--- config.mk ---
export PLATFORM = sky130hd
export DESIGN_NAME = timing_guard_module
export DESIGN_NICKNAME = d
export VERILOG_FILES = /design/src/twm_pkg.sv /design/src/twm_tick_if.sv /design/src/periodic_tick_timer.sv /design/src/watchdog_core.sv /design/src/timing_guard_module.sv
export SDC_FILE = /design/constraint.sdc
export NUM_CORES = 1
export LEC_CHECK = 0
export BUFFER_PORTS_ARGS = -buffer_cell sky130_fd_sc_hd__buf_2
export CAP_MARGIN = 5
export CORE_ASPECT_RATIO = 1.2
export CORE_MARGIN = 1
export CORE_UTILIZATION = 50
export CTS_BUF_LIST = sky130_fd_sc_hd__clkbuf_8
export CTS_CLUSTER_DIAMETER = 40
export DETAILED_ROUTE_END_ITERATION = 12
export PLACE_DENSITY = 0.71
export SKIP_CTS_REPAIR_TIMING = 1
export SLEW_MARGIN = 10
export SYNTH_ARGS = -nofsm -noshare
export SYNTH_HDL_FRONTEND = slang
export SYNTH_HIERARCHICAL = 1
export SYNTH_SLANG_ARGS = --single-unit
--- constraint.sdc ---
create_clock -name clk_in -period 5.5 [get_ports clk_in]
set_clock_uncertainty 0.15 [all_clocks]
set_input_delay 1.1 -clock clk_in [delete_from_list [all_inputs] [get_ports clk_in]]
set_output_delay 1.1 -clock clk_in [all_outputs]
set_load 0.005 [all_outputs]
--- src/twm_pkg.sv ---
// Purpose: Shared constants for the timing and watchdog block.
// Assumes: Register index times four gives the AXI byte address.
// Notes: Reset values and field positions live only here.
package twm_pkg;
	localparam int ADDR_W = 26;
	// Register indices as printed; byte address is index * 4
	localparam logic [23:0] IDX_SETUP = 24'hFFFF20;
	localparam logic [23:0] IDX_PRESC = 24'hFFFF22;
	localparam logic [23:0] IDX_RELOAD = 24'hFFFF24;
	localparam logic [23:0] IDX_FLAGS = 24'hFFFF26;
	localparam logic [23:0] IDX_WDCOUNT = 24'hFFFF28;
	localparam logic [23:0] IDX_KEY = 24'hFFFF2A;
	// Internal select codes
	localparam logic [2:0] SEL_SETUP = 3'h0;
	localparam logic [2:0] SEL_PRESC = 3'h1;
	localparam logic [2:0] SEL_RELOAD = 3'h2;
	localparam logic [2:0] SEL_FLAGS = 3'h3;
	localparam logic [2:0] SEL_WDCOUNT = 3'h4;
	localparam logic [2:0] SEL_KEY = 3'h5;
	localparam logic [2:0] SEL_NONE = 3'h7;
	// Setup and locks register fields
	localparam int LOCK_SETUP_BIT = 0;
	localparam int LOCK_PRESC_BIT = 1;
	localparam int LOCK_TIMER_BIT = 2;
	localparam int LOCK_WATCHDOG_RELOAD_COUNT_BIT = 3;
	localparam int WD_CLK_SEL_BIT = 4;
	localparam int MATCH_EN_BIT = 5;
	localparam logic [7:0] SETUP_MASK = 8'h3F;
	localparam logic [7:0] LOCK_MASK = 8'h0F;
	// Timer control flags fields
	localparam int RESTART_BIT = 0;
	localparam int TC_BIT = 1;
	localparam int IRQ_EN_BIT = 2;
	localparam int LAST_TOUCH_BIT = 3;
	localparam int FREEZE_EN_BIT = 4;
	// Values after reset
	localparam logic [7:0] SETUP_RST = 8'h00;
	localparam logic [2:0] PRESC_RST = 3'h0;
	localparam logic [15:0] RELOAD_RST = 16'hFFFF;
	localparam logic [7:0] WDCOUNT_RST = 8'h0F;
	localparam logic [7:0] SERVICE_KEY = 8'h5C;
	// Slow clock cycles a service or restart stays in progress
	localparam logic [2:0] LAST_TOUCH_SLOW = 3'h5;
	// Power modes
	localparam logic [1:0] MODE_ACTIVE = 2'h0;
	localparam logic [1:0] MODE_IDLE = 2'h1;
	localparam logic [1:0] MODE_PSAVE = 2'h2;
	localparam logic [1:0] MODE_HALT = 2'h3;
	localparam logic [1:0] RESP_OKAY = 2'h0;
	localparam logic [1:0] RESP_SLVERR = 2'h2;

	function automatic logic [2:0] reg_sel(input logic [ADDR_W-1:0] a);
		logic [23:0] idx;
		idx = a[ADDR_W-1:2];
		if (idx == IDX_SETUP) return SEL_SETUP;
		if (idx == IDX_PRESC) return SEL_PRESC;
		if (idx == IDX_RELOAD) return SEL_RELOAD;
		if (idx == IDX_FLAGS) return SEL_FLAGS;
		if (idx == IDX_WDCOUNT) return SEL_WDCOUNT;
		if (idx == IDX_KEY) return SEL_KEY;
		return SEL_NONE;
	endfunction
endpackage

--- src/twm_tick_if.sv ---
// Purpose: Tick and zero pulse carried from timer to watchdog.
// Assumes: All signals are one clk_in domain.
// Notes: zero_level lasts one tick period, zero_rise one cycle.
`timescale 1ns/1ps
interface twm_tick_if;
	logic tick;
	logic zero_rise;
	logic zero_level;
	modport src (output tick, output zero_rise, output zero_level);
	modport snk (input tick, input zero_rise, input zero_level);
endinterface // twm_tick_if

--- src/periodic_tick_timer.sv ---
// Purpose: Slow clock prescaler and auto reloading periodic timer.
// Assumes: slow_en_in is a one-cycle pulse per slow clock period.
// Notes: Reload of zero is not supported by software contract.
`timescale 1ns/1ps
module periodic_tick_timer #(
	parameter int CNT_W = 16
) (
	// Clock, reset, freeze
	input wire logic clk_in,
	input wire logic sys_rst_in,
	input wire logic run_in,
	// Control
	input wire logic slow_en_in,
	input wire logic [2:0] mdiv_in,
	input wire logic [CNT_W-1:0] reload_in,
	input wire logic restart_req_in,
	output logic restart_done_out,
	// Tick outputs
	twm_tick_if.src tick_bus
);
	logic [4:0] pcnt_r;
	logic [4:0] lim;
	logic tick_r;
	logic [CNT_W-1:0] cnt_r;
	logic zero_lvl_r;
	logic zero_rise_r;

	// Reserved divider codes fall back to the slowest rate
	assign lim = (mdiv_in > 3'h5) ? 5'h1F :
		5'((6'h01 << mdiv_in) - 6'h01);

	always_ff @(posedge clk_in or posedge sys_rst_in) begin
		if (sys_rst_in) begin
			pcnt_r <= 5'h00;
			tick_r <= 1'b0;
		end else if (run_in) begin
			tick_r <= 1'b0;
			if (slow_en_in) begin
				if (pcnt_r >= lim) begin
					pcnt_r <= 5'h00;
					tick_r <= 1'b1;
				end else begin
					pcnt_r <= pcnt_r + 5'h01;
				end
			end
		end
	end

	always_ff @(posedge clk_in or posedge sys_rst_in) begin
		if (sys_rst_in) begin
			cnt_r <= CNT_W'(twm_pkg::RELOAD_RST);
			zero_lvl_r <= 1'b0;
			zero_rise_r <= 1'b0;
			restart_done_out <= 1'b0;
		end else if (run_in) begin
			zero_rise_r <= 1'b0;
			restart_done_out <= 1'b0;
			if (tick_r) begin
				if (restart_req_in) begin
					cnt_r <= reload_in;
					restart_done_out <= 1'b1;
					zero_lvl_r <= 1'b0;
				end else if (cnt_r == CNT_W'(0)) begin
					cnt_r <= reload_in;
					zero_lvl_r <= 1'b0;
				end else begin
					cnt_r <= cnt_r - CNT_W'(1);
					if (cnt_r == CNT_W'(1)) begin
						zero_lvl_r <= 1'b1;
						zero_rise_r <= 1'b1;
					end
				end
			end
		end
	end

	assign tick_bus.tick = tick_r;
	assign tick_bus.zero_rise = zero_rise_r;
	assign tick_bus.zero_level = zero_lvl_r;
endmodule // periodic_tick_timer

--- src/watchdog_core.sv ---
// Purpose: Eight bit watchdog with count or key servicing.
// Assumes: Write pulses are already filtered for lock and mode.
// Notes: err_out is a one-cycle pulse; caller makes it sticky.
`timescale 1ns/1ps
module watchdog_core #(
	parameter int WD_W = 8
) (
	// Clock, reset, freeze
	input wire logic clk_in,
	input wire logic sys_rst_in,
	input wire logic run_in,
	// Configuration
	input wire logic clk_sel_in,
	input wire logic match_en_in,
	// Service writes
	input wire logic count_wr_in,
	input wire logic key_wr_in,
	input wire logic [WD_W-1:0] wr_data_in,
	input wire logic [WD_W-1:0] count_in,
	// Status
	output logic err_out,
	output logic started_out,
	twm_tick_if.snk tick_bus
);
	logic step;
	logic good_key;
	logic bad_key;
	logic count_svc;
	logic seen_r;
	logic [WD_W-1:0] cnt_r;

	assign step = clk_sel_in ? tick_bus.tick : tick_bus.zero_rise;
	assign good_key = key_wr_in && match_en_in &&
		(wr_data_in == twm_pkg::SERVICE_KEY);
	assign bad_key = key_wr_in && match_en_in &&
		(wr_data_in != twm_pkg::SERVICE_KEY);
	assign count_svc = count_wr_in && !match_en_in;

	always_ff @(posedge clk_in or posedge sys_rst_in) begin
		if (sys_rst_in)
			started_out <= 1'b0;
		else if (run_in && (count_wr_in || key_wr_in))
			started_out <= 1'b1;
	end

	always_ff @(posedge clk_in or posedge sys_rst_in) begin
		if (sys_rst_in) begin
			cnt_r <= WD_W'(twm_pkg::WDCOUNT_RST);
		end else if (run_in) begin
			if (!started_out && count_wr_in)
				cnt_r <= wr_data_in;
			else if (!started_out && key_wr_in)
				cnt_r <= count_in;
			else if (count_svc)
				cnt_r <= wr_data_in;
			else if (good_key)
				cnt_r <= count_in;
			else if (started_out && step && cnt_r != WD_W'(0))
				cnt_r <= cnt_r - WD_W'(1);
		end
	end

	// Remembers a key service inside the current watchdog period
	always_ff @(posedge clk_in or posedge sys_rst_in) begin
		if (sys_rst_in)
			seen_r <= 1'b0;
		else if (run_in)
			seen_r <= good_key || (seen_r && !step);
	end

	always_ff @(posedge clk_in or posedge sys_rst_in) begin
		if (sys_rst_in)
			err_out <= 1'b0;
		else if (run_in)
			err_out <= bad_key || (good_key && seen_r) ||
				(started_out && step && !count_svc && !good_key &&
				cnt_r <= WD_W'(1));
	end
endmodule // watchdog_core

--- src/timing_guard_module.sv ---
// Purpose: Timing and watchdog unit with AXI4-Lite registers.
// Assumes: slow_en_in pulses once per slow clock period.
// Notes: Halt mode and ce_in low freeze everything, bus included.
// Overview of operation
// - Prescaler divides slow clock by 1..32.
// - Periodic timer counts down each tick.
// - At zero, timer reloads from reload register.
// - Zero pulse lasts one tick, sets flag.
// - Zero pulse gives gated irq, wakeup edge.
// - New reload value waits for next reload.
// - Restart bit reloads on next tick, self-clears.
// - Eight bit watchdog, idle after reset.
// - First count or key write starts it.
// - Clock select: zero pulse or tick.
// - Count mode: count write reloads, key ignored.
// - Key mode: 5Ch reloads stored count.
// - Key mode: other key value is error.
// - Late servicing, or too frequent key servicing, is error.
// - Watchdog error resets the whole device.
// - Locked registers ignore writes, read zero.
// - Lock bits set-only; others reset zero.
// - Which lock guards which register.
// - Low power: counters run, key only.
// - Halt freezes all, resumes in place.
// - Two key services per period is error.
`timescale 1ns/1ps
module timing_guard_module (
	// Clock, reset, enable
	input wire logic clk_in,
	input wire logic sys_rst_in,
	input wire logic ce_in,
	// Slow clock strobe and power mode
	input wire logic slow_en_in,
	input wire logic [1:0] power_mode_in,
	// AXI4-Lite write address and data
	input wire logic axi_awvalid_in,
	output logic axi_awready_out,
	input wire logic [twm_pkg::ADDR_W-1:0] axi_awaddr_in,
	input wire logic axi_wvalid_in,
	output logic axi_wready_out,
	input wire logic [31:0] axi_wdata_in,
	input wire logic [3:0] axi_wstrb_in,
	// AXI4-Lite write response
	output logic axi_bvalid_out,
	input wire logic axi_bready_in,
	output logic [1:0] axi_bresp_out,
	// AXI4-Lite read
	input wire logic axi_arvalid_in,
	output logic axi_arready_out,
	input wire logic [twm_pkg::ADDR_W-1:0] axi_araddr_in,
	output logic axi_rvalid_out,
	input wire logic axi_rready_in,
	output logic [31:0] axi_rdata_out,
	output logic [1:0] axi_rresp_out,
	// Events
	output logic periodic_irq_out,
	output logic wakeup_edge_out,
	output logic device_reset_out
);
	logic run;
	logic active;
	logic aw_got_r;
	logic w_got_r;
	logic [2:0] aw_sel_r;
	logic [31:0] wdata_r;
	logic [3:0] wstrb_r;
	logic wr_fire;
	logic wr_ok;
	logic we_setup;
	logic we_presc;
	logic we_reload;
	logic we_flags;
	logic we_wdcount;
	logic we_key;
	logic [7:0] setup_r;
	logic [2:0] presc_r;
	logic [15:0] reload_r;
	logic restart_r;
	logic tc_r;
	logic irq_en_r;
	logic freeze_en_r;
	logic [7:0] wdcount_r;
	logic [2:0] touch_r;
	logic [2:0] ar_sel;
	logic rd_fire;
	logic rd_ok;
	logic [31:0] rd_data;
	logic restart_done;
	logic wd_err;
	logic wd_started;

	twm_tick_if tick_bus ();

	// Halt stops the whole unit so it resumes exactly in place
	assign run = ce_in && (power_mode_in != twm_pkg::MODE_HALT);
	assign active = (power_mode_in == twm_pkg::MODE_ACTIVE);

	// Write channel: either order; nothing is taken while frozen
	assign axi_awready_out = run && !aw_got_r && !axi_bvalid_out;
	assign axi_wready_out = run && !w_got_r && !axi_bvalid_out;
	assign wr_fire = aw_got_r && w_got_r && !axi_bvalid_out;

	always_ff @(posedge clk_in or posedge sys_rst_in) begin
		if (sys_rst_in) begin
			aw_got_r <= 1'b0;
			aw_sel_r <= twm_pkg::SEL_NONE;
		end else if (run) begin
			if (axi_awvalid_in && axi_awready_out) begin
				aw_got_r <= 1'b1;
				aw_sel_r <= twm_pkg::reg_sel(axi_awaddr_in);
			end else if (wr_fire) begin
				aw_got_r <= 1'b0;
			end
		end
	end

	always_ff @(posedge clk_in or posedge sys_rst_in) begin
		if (sys_rst_in) begin
			w_got_r <= 1'b0;
			wdata_r <= 32'h00000000;
			wstrb_r <= 4'h0;
		end else if (run) begin
			if (axi_wvalid_in && axi_wready_out) begin
				w_got_r <= 1'b1;
				wdata_r <= axi_wdata_in;
				wstrb_r <= axi_wstrb_in;
			end else if (wr_fire) begin
				w_got_r <= 1'b0;
			end
		end
	end

	always_ff @(posedge clk_in or posedge sys_rst_in) begin
		if (sys_rst_in) begin
			axi_bvalid_out <= 1'b0;
			axi_bresp_out <= twm_pkg::RESP_OKAY;
		end else if (run) begin
			if (wr_fire) begin
				axi_bvalid_out <= 1'b1;
				axi_bresp_out <= (aw_sel_r == twm_pkg::SEL_NONE) ?
					twm_pkg::RESP_SLVERR : twm_pkg::RESP_OKAY;
			end else if (axi_bready_in) begin
				axi_bvalid_out <= 1'b0;
			end
		end
	end

	// Only the key register is reachable outside active mode
	assign wr_ok = wr_fire && wstrb_r[0] &&
		(active || aw_sel_r == twm_pkg::SEL_KEY);
	assign we_setup = wr_ok && aw_sel_r == twm_pkg::SEL_SETUP &&
		!setup_r[twm_pkg::LOCK_SETUP_BIT];
	assign we_presc = wr_ok && aw_sel_r == twm_pkg::SEL_PRESC &&
		!setup_r[twm_pkg::LOCK_PRESC_BIT];
	assign we_reload = wr_ok && aw_sel_r == twm_pkg::SEL_RELOAD &&
		!setup_r[twm_pkg::LOCK_TIMER_BIT];
	assign we_flags = wr_ok && aw_sel_r == twm_pkg::SEL_FLAGS &&
		!setup_r[twm_pkg::LOCK_TIMER_BIT];
	assign we_wdcount = wr_ok && aw_sel_r == twm_pkg::SEL_WDCOUNT &&
		!setup_r[twm_pkg::LOCK_WATCHDOG_RELOAD_COUNT_BIT];
	assign we_key = wr_ok && aw_sel_r == twm_pkg::SEL_KEY;

	always_ff @(posedge clk_in or posedge sys_rst_in) begin
		if (sys_rst_in)
			setup_r <= twm_pkg::SETUP_RST;
		else if (run && we_setup)
			setup_r <= (wdata_r[7:0] & twm_pkg::SETUP_MASK) |
				(setup_r & twm_pkg::LOCK_MASK);
	end

	always_ff @(posedge clk_in or posedge sys_rst_in) begin
		if (sys_rst_in)
			presc_r <= twm_pkg::PRESC_RST;
		else if (run && we_presc)
			presc_r <= wdata_r[2:0];
	end

	// Upper byte follows its own strobe; current count is untouched
	always_ff @(posedge clk_in or posedge sys_rst_in) begin
		if (sys_rst_in) begin
			reload_r <= twm_pkg::RELOAD_RST;
		end else if (run && we_reload) begin
			reload_r[7:0] <= wdata_r[7:0];
			if (wstrb_r[1])
				reload_r[15:8] <= wdata_r[15:8];
		end
	end

	always_ff @(posedge clk_in or posedge sys_rst_in) begin
		if (sys_rst_in) begin
			irq_en_r <= 1'b0;
			freeze_en_r <= 1'b0;
		end else if (run && we_flags) begin
			irq_en_r <= wdata_r[twm_pkg::IRQ_EN_BIT];
			freeze_en_r <= wdata_r[twm_pkg::FREEZE_EN_BIT];
		end
	end

	// Writing one requests a restart; the write wins over completion
	always_ff @(posedge clk_in or posedge sys_rst_in) begin
		if (sys_rst_in)
			restart_r <= 1'b0;
		else if (run && we_flags && wdata_r[twm_pkg::RESTART_BIT])
			restart_r <= 1'b1;
		else if (run && restart_done)
			restart_r <= 1'b0;
	end

	// Terminal count clears on read, a new zero pulse wins
	always_ff @(posedge clk_in or posedge sys_rst_in) begin
		if (sys_rst_in)
			tc_r <= 1'b0;
		else if (run && tick_bus.zero_rise)
			tc_r <= 1'b1;
		else if (run && rd_ok && ar_sel == twm_pkg::SEL_FLAGS)
			tc_r <= 1'b0;
	end

	always_ff @(posedge clk_in or posedge sys_rst_in) begin
		if (sys_rst_in)
			wdcount_r <= twm_pkg::WDCOUNT_RST;
		else if (run && we_wdcount)
			wdcount_r <= wdata_r[7:0];
	end

	// Busy window so software knows when power save is safe
	always_ff @(posedge clk_in or posedge sys_rst_in) begin
		if (sys_rst_in)
			touch_r <= 3'h0;
		else if (run && ((we_flags && wdata_r[twm_pkg::RESTART_BIT]) ||
			(we_wdcount && !setup_r[twm_pkg::MATCH_EN_BIT])))
			touch_r <= twm_pkg::LAST_TOUCH_SLOW;
		else if (run && slow_en_in && touch_r != 3'h0)
			touch_r <= touch_r - 3'h1;
	end

	// Read channel: one read outstanding, answer one cycle later
	assign axi_arready_out = run && !axi_rvalid_out;
	assign ar_sel = twm_pkg::reg_sel(axi_araddr_in);
	assign rd_fire = axi_arvalid_in && axi_arready_out;
	assign rd_ok = rd_fire && active && !(
		(ar_sel == twm_pkg::SEL_SETUP &&
			setup_r[twm_pkg::LOCK_SETUP_BIT]) ||
		(ar_sel == twm_pkg::SEL_PRESC &&
			setup_r[twm_pkg::LOCK_PRESC_BIT]) ||
		((ar_sel == twm_pkg::SEL_RELOAD ||
			ar_sel == twm_pkg::SEL_FLAGS) &&
			setup_r[twm_pkg::LOCK_TIMER_BIT]));

	always_comb begin
		rd_data = 32'h00000000;
		if (rd_ok) begin
			unique case (ar_sel)
				twm_pkg::SEL_SETUP: rd_data[7:0] = setup_r;
				twm_pkg::SEL_PRESC: rd_data[2:0] = presc_r;
				twm_pkg::SEL_RELOAD: rd_data[15:0] = reload_r;
				twm_pkg::SEL_FLAGS: begin
					rd_data[twm_pkg::RESTART_BIT] = restart_r;
					rd_data[twm_pkg::TC_BIT] = tc_r;
					rd_data[twm_pkg::IRQ_EN_BIT] = irq_en_r;
					rd_data[twm_pkg::LAST_TOUCH_BIT] = (touch_r != 3'h0);
					rd_data[twm_pkg::FREEZE_EN_BIT] = freeze_en_r;
				end
				default: rd_data = 32'h00000000;
			endcase
		end
	end

	always_ff @(posedge clk_in or posedge sys_rst_in) begin
		if (sys_rst_in) begin
			axi_rvalid_out <= 1'b0;
			axi_rdata_out <= 32'h00000000;
			axi_rresp_out <= twm_pkg::RESP_OKAY;
		end else if (run) begin
			if (rd_fire) begin
				axi_rvalid_out <= 1'b1;
				axi_rdata_out <= rd_data;
				axi_rresp_out <= (ar_sel == twm_pkg::SEL_NONE) ?
					twm_pkg::RESP_SLVERR : twm_pkg::RESP_OKAY;
			end else if (axi_rready_in) begin
				axi_rvalid_out <= 1'b0;
			end
		end
	end

	periodic_tick_timer #(
		.CNT_W(16)
	) u_timer (
		.clk_in(clk_in),
		.sys_rst_in(sys_rst_in),
		.run_in(run),
		.slow_en_in(slow_en_in),
		.mdiv_in(presc_r),
		.reload_in(reload_r),
		.restart_req_in(restart_r),
		.restart_done_out(restart_done),
		.tick_bus(tick_bus)
	);

	watchdog_core #(
		.WD_W(8)
	) u_watchdog (
		.clk_in(clk_in),
		.sys_rst_in(sys_rst_in),
		.run_in(run),
		.clk_sel_in(setup_r[twm_pkg::WD_CLK_SEL_BIT]),
		.match_en_in(setup_r[twm_pkg::MATCH_EN_BIT]),
		.count_wr_in(we_wdcount),
		.key_wr_in(we_key),
		.wr_data_in(wdata_r[7:0]),
		.count_in(wdcount_r),
		.err_out(wd_err),
		.started_out(wd_started),
		.tick_bus(tick_bus)
	);

	assign periodic_irq_out = tick_bus.zero_level && irq_en_r;
	assign wakeup_edge_out = tick_bus.zero_level;

	// Held until the system reset it requests comes back
	always_ff @(posedge clk_in or posedge sys_rst_in) begin
		if (sys_rst_in)
			device_reset_out <= 1'b0;
		else if (run && wd_err)
			device_reset_out <= 1'b1;
	end

	property p_lock_sticky;
		@(posedge clk_in) disable iff (sys_rst_in)
		1'b1 |=> ((setup_r & $past(setup_r) & twm_pkg::LOCK_MASK) ==
			($past(setup_r) & twm_pkg::LOCK_MASK));
	endproperty
	a_lock_sticky: assert property (p_lock_sticky)
		else $error("lock bit cleared without reset");

	property p_presc_locked;
		@(posedge clk_in) disable iff (sys_rst_in)
		(wr_fire && aw_sel_r == twm_pkg::SEL_PRESC &&
			setup_r[twm_pkg::LOCK_PRESC_BIT]) |=> $stable(presc_r);
	endproperty
	a_presc_locked: assert property (p_presc_locked)
		else $error("locked prescaler register changed");

	property p_lowpower_reload;
		@(posedge clk_in) disable iff (sys_rst_in)
		(wr_fire && !active && aw_sel_r == twm_pkg::SEL_RELOAD) |=>
			$stable(reload_r);
	endproperty
	a_lowpower_reload: assert property (p_lowpower_reload)
		else $error("reload written outside active mode");

	property p_zero_sets_tc;
		@(posedge clk_in) disable iff (sys_rst_in)
		(tick_bus.zero_rise && run) |=> tc_r ##0 tick_bus.zero_level;
	endproperty
	a_zero_sets_tc: assert property (p_zero_sets_tc)
		else $error("zero pulse did not set terminal count");

	property p_irq_gate;
		@(posedge clk_in) disable iff (sys_rst_in)
		periodic_irq_out |-> (irq_en_r && wakeup_edge_out);
	endproperty
	a_irq_gate: assert property (p_irq_gate)
		else $error("interrupt without enable or zero pulse");

	property p_restart_clears;
		@(posedge clk_in) disable iff (sys_rst_in)
		(restart_done && run && !we_flags) |=> !restart_r;
	endproperty
	a_restart_clears: assert property (p_restart_clears)
		else $error("restart bit stuck after restart");

	property p_bad_key;
		@(posedge clk_in) disable iff (sys_rst_in)
		(run && ce_in && we_key && setup_r[twm_pkg::MATCH_EN_BIT] &&
			wdata_r[7:0] != twm_pkg::SERVICE_KEY) |=>
			wd_err ##1 device_reset_out;
	endproperty
	a_bad_key: assert property (p_bad_key)
		else $error("wrong key did not reset device");

	property p_idle_no_err;
		@(posedge clk_in) disable iff (sys_rst_in)
		(!wd_started && !we_key) |=> !wd_err;
	endproperty
	a_idle_no_err: assert property (p_idle_no_err)
		else $error("watchdog error before start");

	property p_reset_held;
		@(posedge clk_in) disable iff (sys_rst_in)
		$rose(device_reset_out) |=> device_reset_out [*8];
	endproperty
	a_reset_held: assert property (p_reset_held)
		else $error("device reset request dropped");
endmodule // timing_guard_module

Yosys cells after proc, flatten, opt, wreduce, memory -nomap -nowiden
Cells that the tools add are included.
{ "word_totals": {"output_inout_bits": 44, "elab_cells": 302, "reg_bits": 140} }
{ "classes": {"n_reduce_logical": 110, "mux": 125, "add_sub_neg": 5, "shifts": 1, "eq_ne": 26, "magnitude_cmp": 3, "bitwise": 1} }
{ "op_table": {"columns": ["op", "n"], "rows": [
  ["equality test 24 bit (second input constant)", 12],
  ["two-way mux 3 bit", 32],
  ["two-way mux 1 bit", 77],
  ["logical AND 1 bit", 59],
  ["two-way mux 16 bit", 3],
  ["two-way mux 8 bit", 6],
  ["AND reduction 2 bit", 12],
  ["equality test 16 x 1 -> 1 bit (second input constant)", 1],
  ["zero test 16 bit", 1],
  ["subtractor 16 x 1 -> 16 bit (second input constant)", 1],
  ["zero test 1 bit", 14],
  ["nonzero test 2 bit", 7],
  ["equality test 3 x 2 -> 1 bit (second input constant)", 4],
  ["equality test 3 bit (second input constant)", 4],
  ["case mux 3 bit (4 select lines)", 1],
  ["two-way mux 5 bit", 2],
  ["logical OR 1 bit", 9],
  ["equality test 8 x 7 -> 1 bit (second input constant)", 1],
  ["<= comparator 8 x 1 -> 1 bit (second input constant)", 1],
  ["inequality test 8 x 7 -> 1 bit (second input constant)", 1],
  ["nonzero test 8 bit", 1],
  ["subtractor 8 x 1 -> 8 bit (second input constant)", 1],
  ["equality test 3 x 1 -> 1 bit (second input constant)", 2],
  ["zero test 3 bit", 2],
  ["15 further kinds", 17]
]} }

Logic depth before layout (Yosys ltp)
{ "depth": {"word_depth": 38, "depth_mapped": 12} }

Cells and area by module
Netlist, hierarchy kept.
{ "by_module_without_submodules": {"columns": ["module", "instances", "area_each_um2", "cells_each"], "rows": [
  ["timing_guard_module", 1, 3838.7, 315],
  ["periodic_tick_timer", 1, 1707.9, 197],
  ["watchdog_core", 1, 987.2, 118]
]} }

Worst setup path before layout
OpenSTA, ideal clock, no wires.
{ "synth_path": {"path_kind": "input to register", "startpoint": "input ce_in", "endpoint": "register u_timer.cnt_r[13]", "cell_stages": 8, "n_path_buf": 1, "setup_slack_ns": 1.746, "t_arrival_ns": 3.522, "setup_ns": 0.082, "path_cell_list": "a21bo_1 -> inv_1 -> clkbuf_1 -> nand2_1 -> or4_1 -> or4b_1 -> and3b_1 -> a211o_1"} }
{ "synth_between": {"elab_chain_len": 2} }
{ "synth_lines": {"columns": ["element", "line", "source"], "rows": [
  ["start: declaration", "timing_guard_module.sv:31", "input wire logic ce_in,"],
  ["logical AND 1 bit", "timing_guard_module.sv:95", "assign run = ce_in && (power_mode_in != twm_pkg::MODE_HALT);"],
  ["net run", "timing_guard_module.sv:60", "logic run;"],
  ["AND reduction 2 bit (no source line)", null, null],
  ["end signal: assignment", "periodic_tick_timer.sv:60", "cnt_r <= reload_in;"],
  ["end signal: assignment", "periodic_tick_timer.sv:64", "cnt_r <= reload_in;"],
  ["end signal: assignment", "periodic_tick_timer.sv:67", "cnt_r <= cnt_r - CNT_W'(1);"],
  ["end: declaration", "periodic_tick_timer.sv:24", "logic [CNT_W-1:0] cnt_r;"]
]} }
The timed path passes the listed nets, and every way through them passes these cells.
A chain may end at the register's enable or synchronous reset.

Worst setup path after layout
{ "layout_path": {"startpoint": "input power_mode_in[0]", "endpoint": "output axi_awready_out"} }
{ "layout_between": {"elab_chain_len": 4} }
{ "layout_lines": {"columns": ["element", "line", "source"], "rows": [
  ["start: declaration", "timing_guard_module.sv:34", "input wire logic [1:0] power_mode_in,"],
  ["inequality test 2 bit", "timing_guard_module.sv:95", null],
  ["logical AND 1 bit", "timing_guard_module.sv:95", null],
  ["logical AND 1 bit (2 in series)", "timing_guard_module.sv:99", "assign axi_awready_out = run && !aw_got_r && !axi_bvalid_out;"],
  ["end: declaration", "timing_guard_module.sv:37", "output logic axi_awready_out,"]
]} }
No other way between the ends.

==> flow_metrics.py <==
metrics = {
    "setup_path": {
        "crit_fanout": 21,
        "path_common_cell": "buf_2",
        "cp-endpoint": "axi_awready_out",
        "worst-path-stages": 7,
        "end_kind": "output port",
        "rrSetupSlack_ns": 2.29,
        "rr_startpoint": "presc_r[1]$_DFFE_PP0P_",
        "cp_data_required_time_ns": 4.25,
        "start_kind": "primary input",
        "crit_slowest_cell": "a21bo_1",
        "crit_type": "in2out",
        "crit_buf_inv": 4,
        "arrival_ns": 2.32,
        "timing.rr.end": "u_timer/pcnt_r[3]$_DFFE_PP0P_",
        "cp-startpoint": "power_mode_in[0]",
        "path_delay_family": "buffers and inverters",
        "worstPathCellList": "buf_2 -> a21bo_1 -> inv_1 -> buf_4 -> nand2b_1 -> nor2_1 -> buf_2",
        "max_stage_delay_ns": 0.30,
        "worst_r2r_path_depth": 11,
    },
    "finish": {
        "nNetsFinal": 846,
        "mostFrequentLayoutCells": "buf_2, dfrtp_1, nand2_1",
        "final_common_cell": "buf_2",
        "layout.cells.non_filler": 909,
        "diodes": 0,
        "drive_gt1_share_pct": 34.9,
        "area_delta_synth_final_pct": 15.8,
        "final_util_pct": 59.5,
        "n_fill_cell": 1082,
    },
    "place": {
        "hpwl_um": 11400,
        "dp.cells": 877,
        "io_buffers": 102,
        "place.gp.congestion": 0.850,
    },
    "floorplan": {
        "core_area_um2": 12700,
        "die-area_um2": 13500,
        "initial_core_util_pct": 51.3,
        "rows": 45,
        "die_h_um": 127,
        "io_pins": 143,
        "die-width_um": 106,
    },
    "cts": {
        "cts-buffers-inserted": 17,
        "cts_buffer_depth": 2,
        "clock-sinks": 120,
        "clk_pin_slew_worst_paths_ns": 0.07,
        "root_buffer": "clkbuf_8",
        "clock_latency_ns": 0.44,
        "cts_htree_levels": 4,
        "cts_tree": "done",
    },
    "routing": {
        "drc": 0,
        "drt_iter0_markers": 262,
        "firstDrtPassIters": 5,
        "viasPerCell": 5.90,
        "drt-total-wl_um": 15700,
        "routedWlPerCell_um": 17.3,
        "vias": 5363,
        "drtAntennaViolNets": 0,
    },
    "power_and_ir_drop": {
        "peakVddDrop_mv": 0.312,
        "power_density_nw_per_um2": 393,
        "report.power.total_mw": 2.98,
        "leakage_nw": 3.50,
    },
    "logic_synthesis": {
        "syn-cell-area_um2": 6530,
        "synth_edf_count": 0,
        "ys_top_cells_by_area": "dfrtp_1, dfstp_2, mux2_2",
        "async_reset_ff_share_pct": 100,
        "syn_inst": 630,
        "synth.avg_cell_area_um2": 10.4,
        "ys_warn_count": 6,
        "synth_cell_types": 89,
        "seq_area_frac_synth_pct": 46.8,
        "synth.top_cell.area_share_pct": 29.5,
        "yosysTopAreaCell": "dfrtp_1",
        "synth_ff_type": "dfrtp_1",
        "ys_ff_latch": 120,
    },
    "timing": {
        "fmaxAchievable_mhz": 280,
        "hold_violations": 0,
        "tightest_slew_ns": 0.970,
        "slew_viol_final": 0,
        "max_slew_margin_pct": 35.2,
        "timing.final.crit_share_pct": 64.9,
        "tns_ns": 0,
        "rsz0062_at_grt": "no",
        "setup_viol": 0,
        "final.min_clock_period_ns": 3.57,
    },
    "global_route": {
        "grt_pass1_vias": 5380,
        "grt_start_max_net_pins": 51,
        "grtUsageTotal_pct": 24.1,
        "grt_pass1_wl_um": 25600,
        "grt_antenna_before_repair": 0,
        "grt-ovfl-total": 0,
    },
    "run": {
        "max-cap-violations": 0,
    },
    "status": {
        "status": "finished, final reports clean",
    },
    "min_path": {
        "hp-class": "reg2reg",
    },
}
report_power, final:
| part | total (mW) | switching [mW] | internal (mW) |
|---|---|---|---|
| sequential | 1.38 | 0.264 | 1.12 |
| combinational | 0.677 | 0.338 | 0.339 |
| clock | 0.917 | 0.377 | 0.540 |
cell families after synthesis:
| logic type | share of synthesized area, % |
|---|---|
| fa+ha+maj | 2.87 |
| xor+xnor | 0.536 |
| mux | 11.7 |
| other cells | 0.0574 |
| flops | 46.8 |
| buf+inv | 5.46 |
| simple gates | 18.1 |
| compound gates | 14.5 |
per-stage QoR:
| stage | cell area, um2 | setup WS [ns] | hold WS, ns |
|---|---|---|---|
| after floorplan | 6600 | 1.75 | 0.291 |
| after CTS | 7570 | 1.93 | 0.319 |
| after detailed placement | 7110 | 1.65 | 0.302 |
| final | 7570 | 1.93 | 0.311 |
| after global routing | 7570 | 1.84 | 0.351 |
| after global placement | 7110 | 1.68 | 0.290 |
cell usage after synthesis, types with 3 or more instances:
master,instances
and2_1,7
o22ai_1,9
nand4_1,12
ha_1,15
nand2_1,69
dfstp_2,43
nor2_1,33
o21ai_0,35
or4_1,3
a21o_1,10
a31oi_1,7
o31ai_1,5
or3_1,4
inv_1,31
nand4b_1,3
o22a_1,3
nor3_1,13
dfrtp_1,77
nor2b_1,9
mux2i_1,11
nand3_1,13
nand2b_1,3
xnor2_1,3
and3_1,5
buf_2,3
nor4_1,10
o211ai_1,3
buf_4,22
mux4_2,3
a21oi_1,22
mux2_2,51
a22oi_1,8
a2bb2oi_1,4
clkbuf_1,12
a22o_1,4
how the worst min path moves through the flow:
stage                                            start                      endpoint  slack [ns]  cells after the start
after global routing      device_reset_out$_DFFE_PP0P_  device_reset_out$_DFFE_PP0P_        0.35                      1
after detailed placement  device_reset_out$_DFFE_PP0P_  device_reset_out$_DFFE_PP0P_        0.30                      1
after global placement    device_reset_out$_DFFE_PP0P_  device_reset_out$_DFFE_PP0P_        0.29                      1
after floorplan                 setup_r[3]$_DFFE_PP0P_        setup_r[3]$_DFFE_PP0P_        0.29                      1
after CTS                 device_reset_out$_DFFE_PP0P_  device_reset_out$_DFFE_PP0P_        0.32                      1
final                     device_reset_out$_DFFE_PP0P_  device_reset_out$_DFFE_PP0P_        0.31                      1
area by class of cell:
type | instances | area [um2] | share of cell area [%]
sequential | 120 | 3060 | 40.4
clock inverter | 15 | 224 | 2.96
tap | 164 | 205 | 2.71
clock buffer | 17 | 234 | 3.09
inverter | 31 | 118 | 1.55
multi-input combinational | 456 | 3190 | 42.1
timing repair buffer | 106 | 541 | 7.14
flip-flops by register name, indices dropped and copies added, names as in the netlist, 2 cells and up:
| name | count |
|---|---|
| aw_sel_r | 3 |
| axi_rdata_out | 16 |
| presc_r | 3 |
| reload_r | 16 |
| setup_r | 6 |
| touch_r | 3 |
| u_timer/cnt_r | 16 |
| u_timer/pcnt_r | 5 |
| u_watchdog/cnt_r | 8 |
| wdata_r | 16 |
| wdcount_r | 8 |
| wstrb_r | 2 |
per-layer routing:
| layer | wire [um] | vias up | GRT usage [%] |
|---|---|---|---|
| met1 | 6440 | 2616 | 29.1 |
| met3 | 804 | 51 | 4.39 |
| met4 | 510 | 0 | 11.0 |
| li1 | - | 2478 | - |
| met2 | 7940 | 218 | 41.8 |
| met5 | 0 | - | 0 |
No activity file was read; power rests on OpenSTA's default activity.
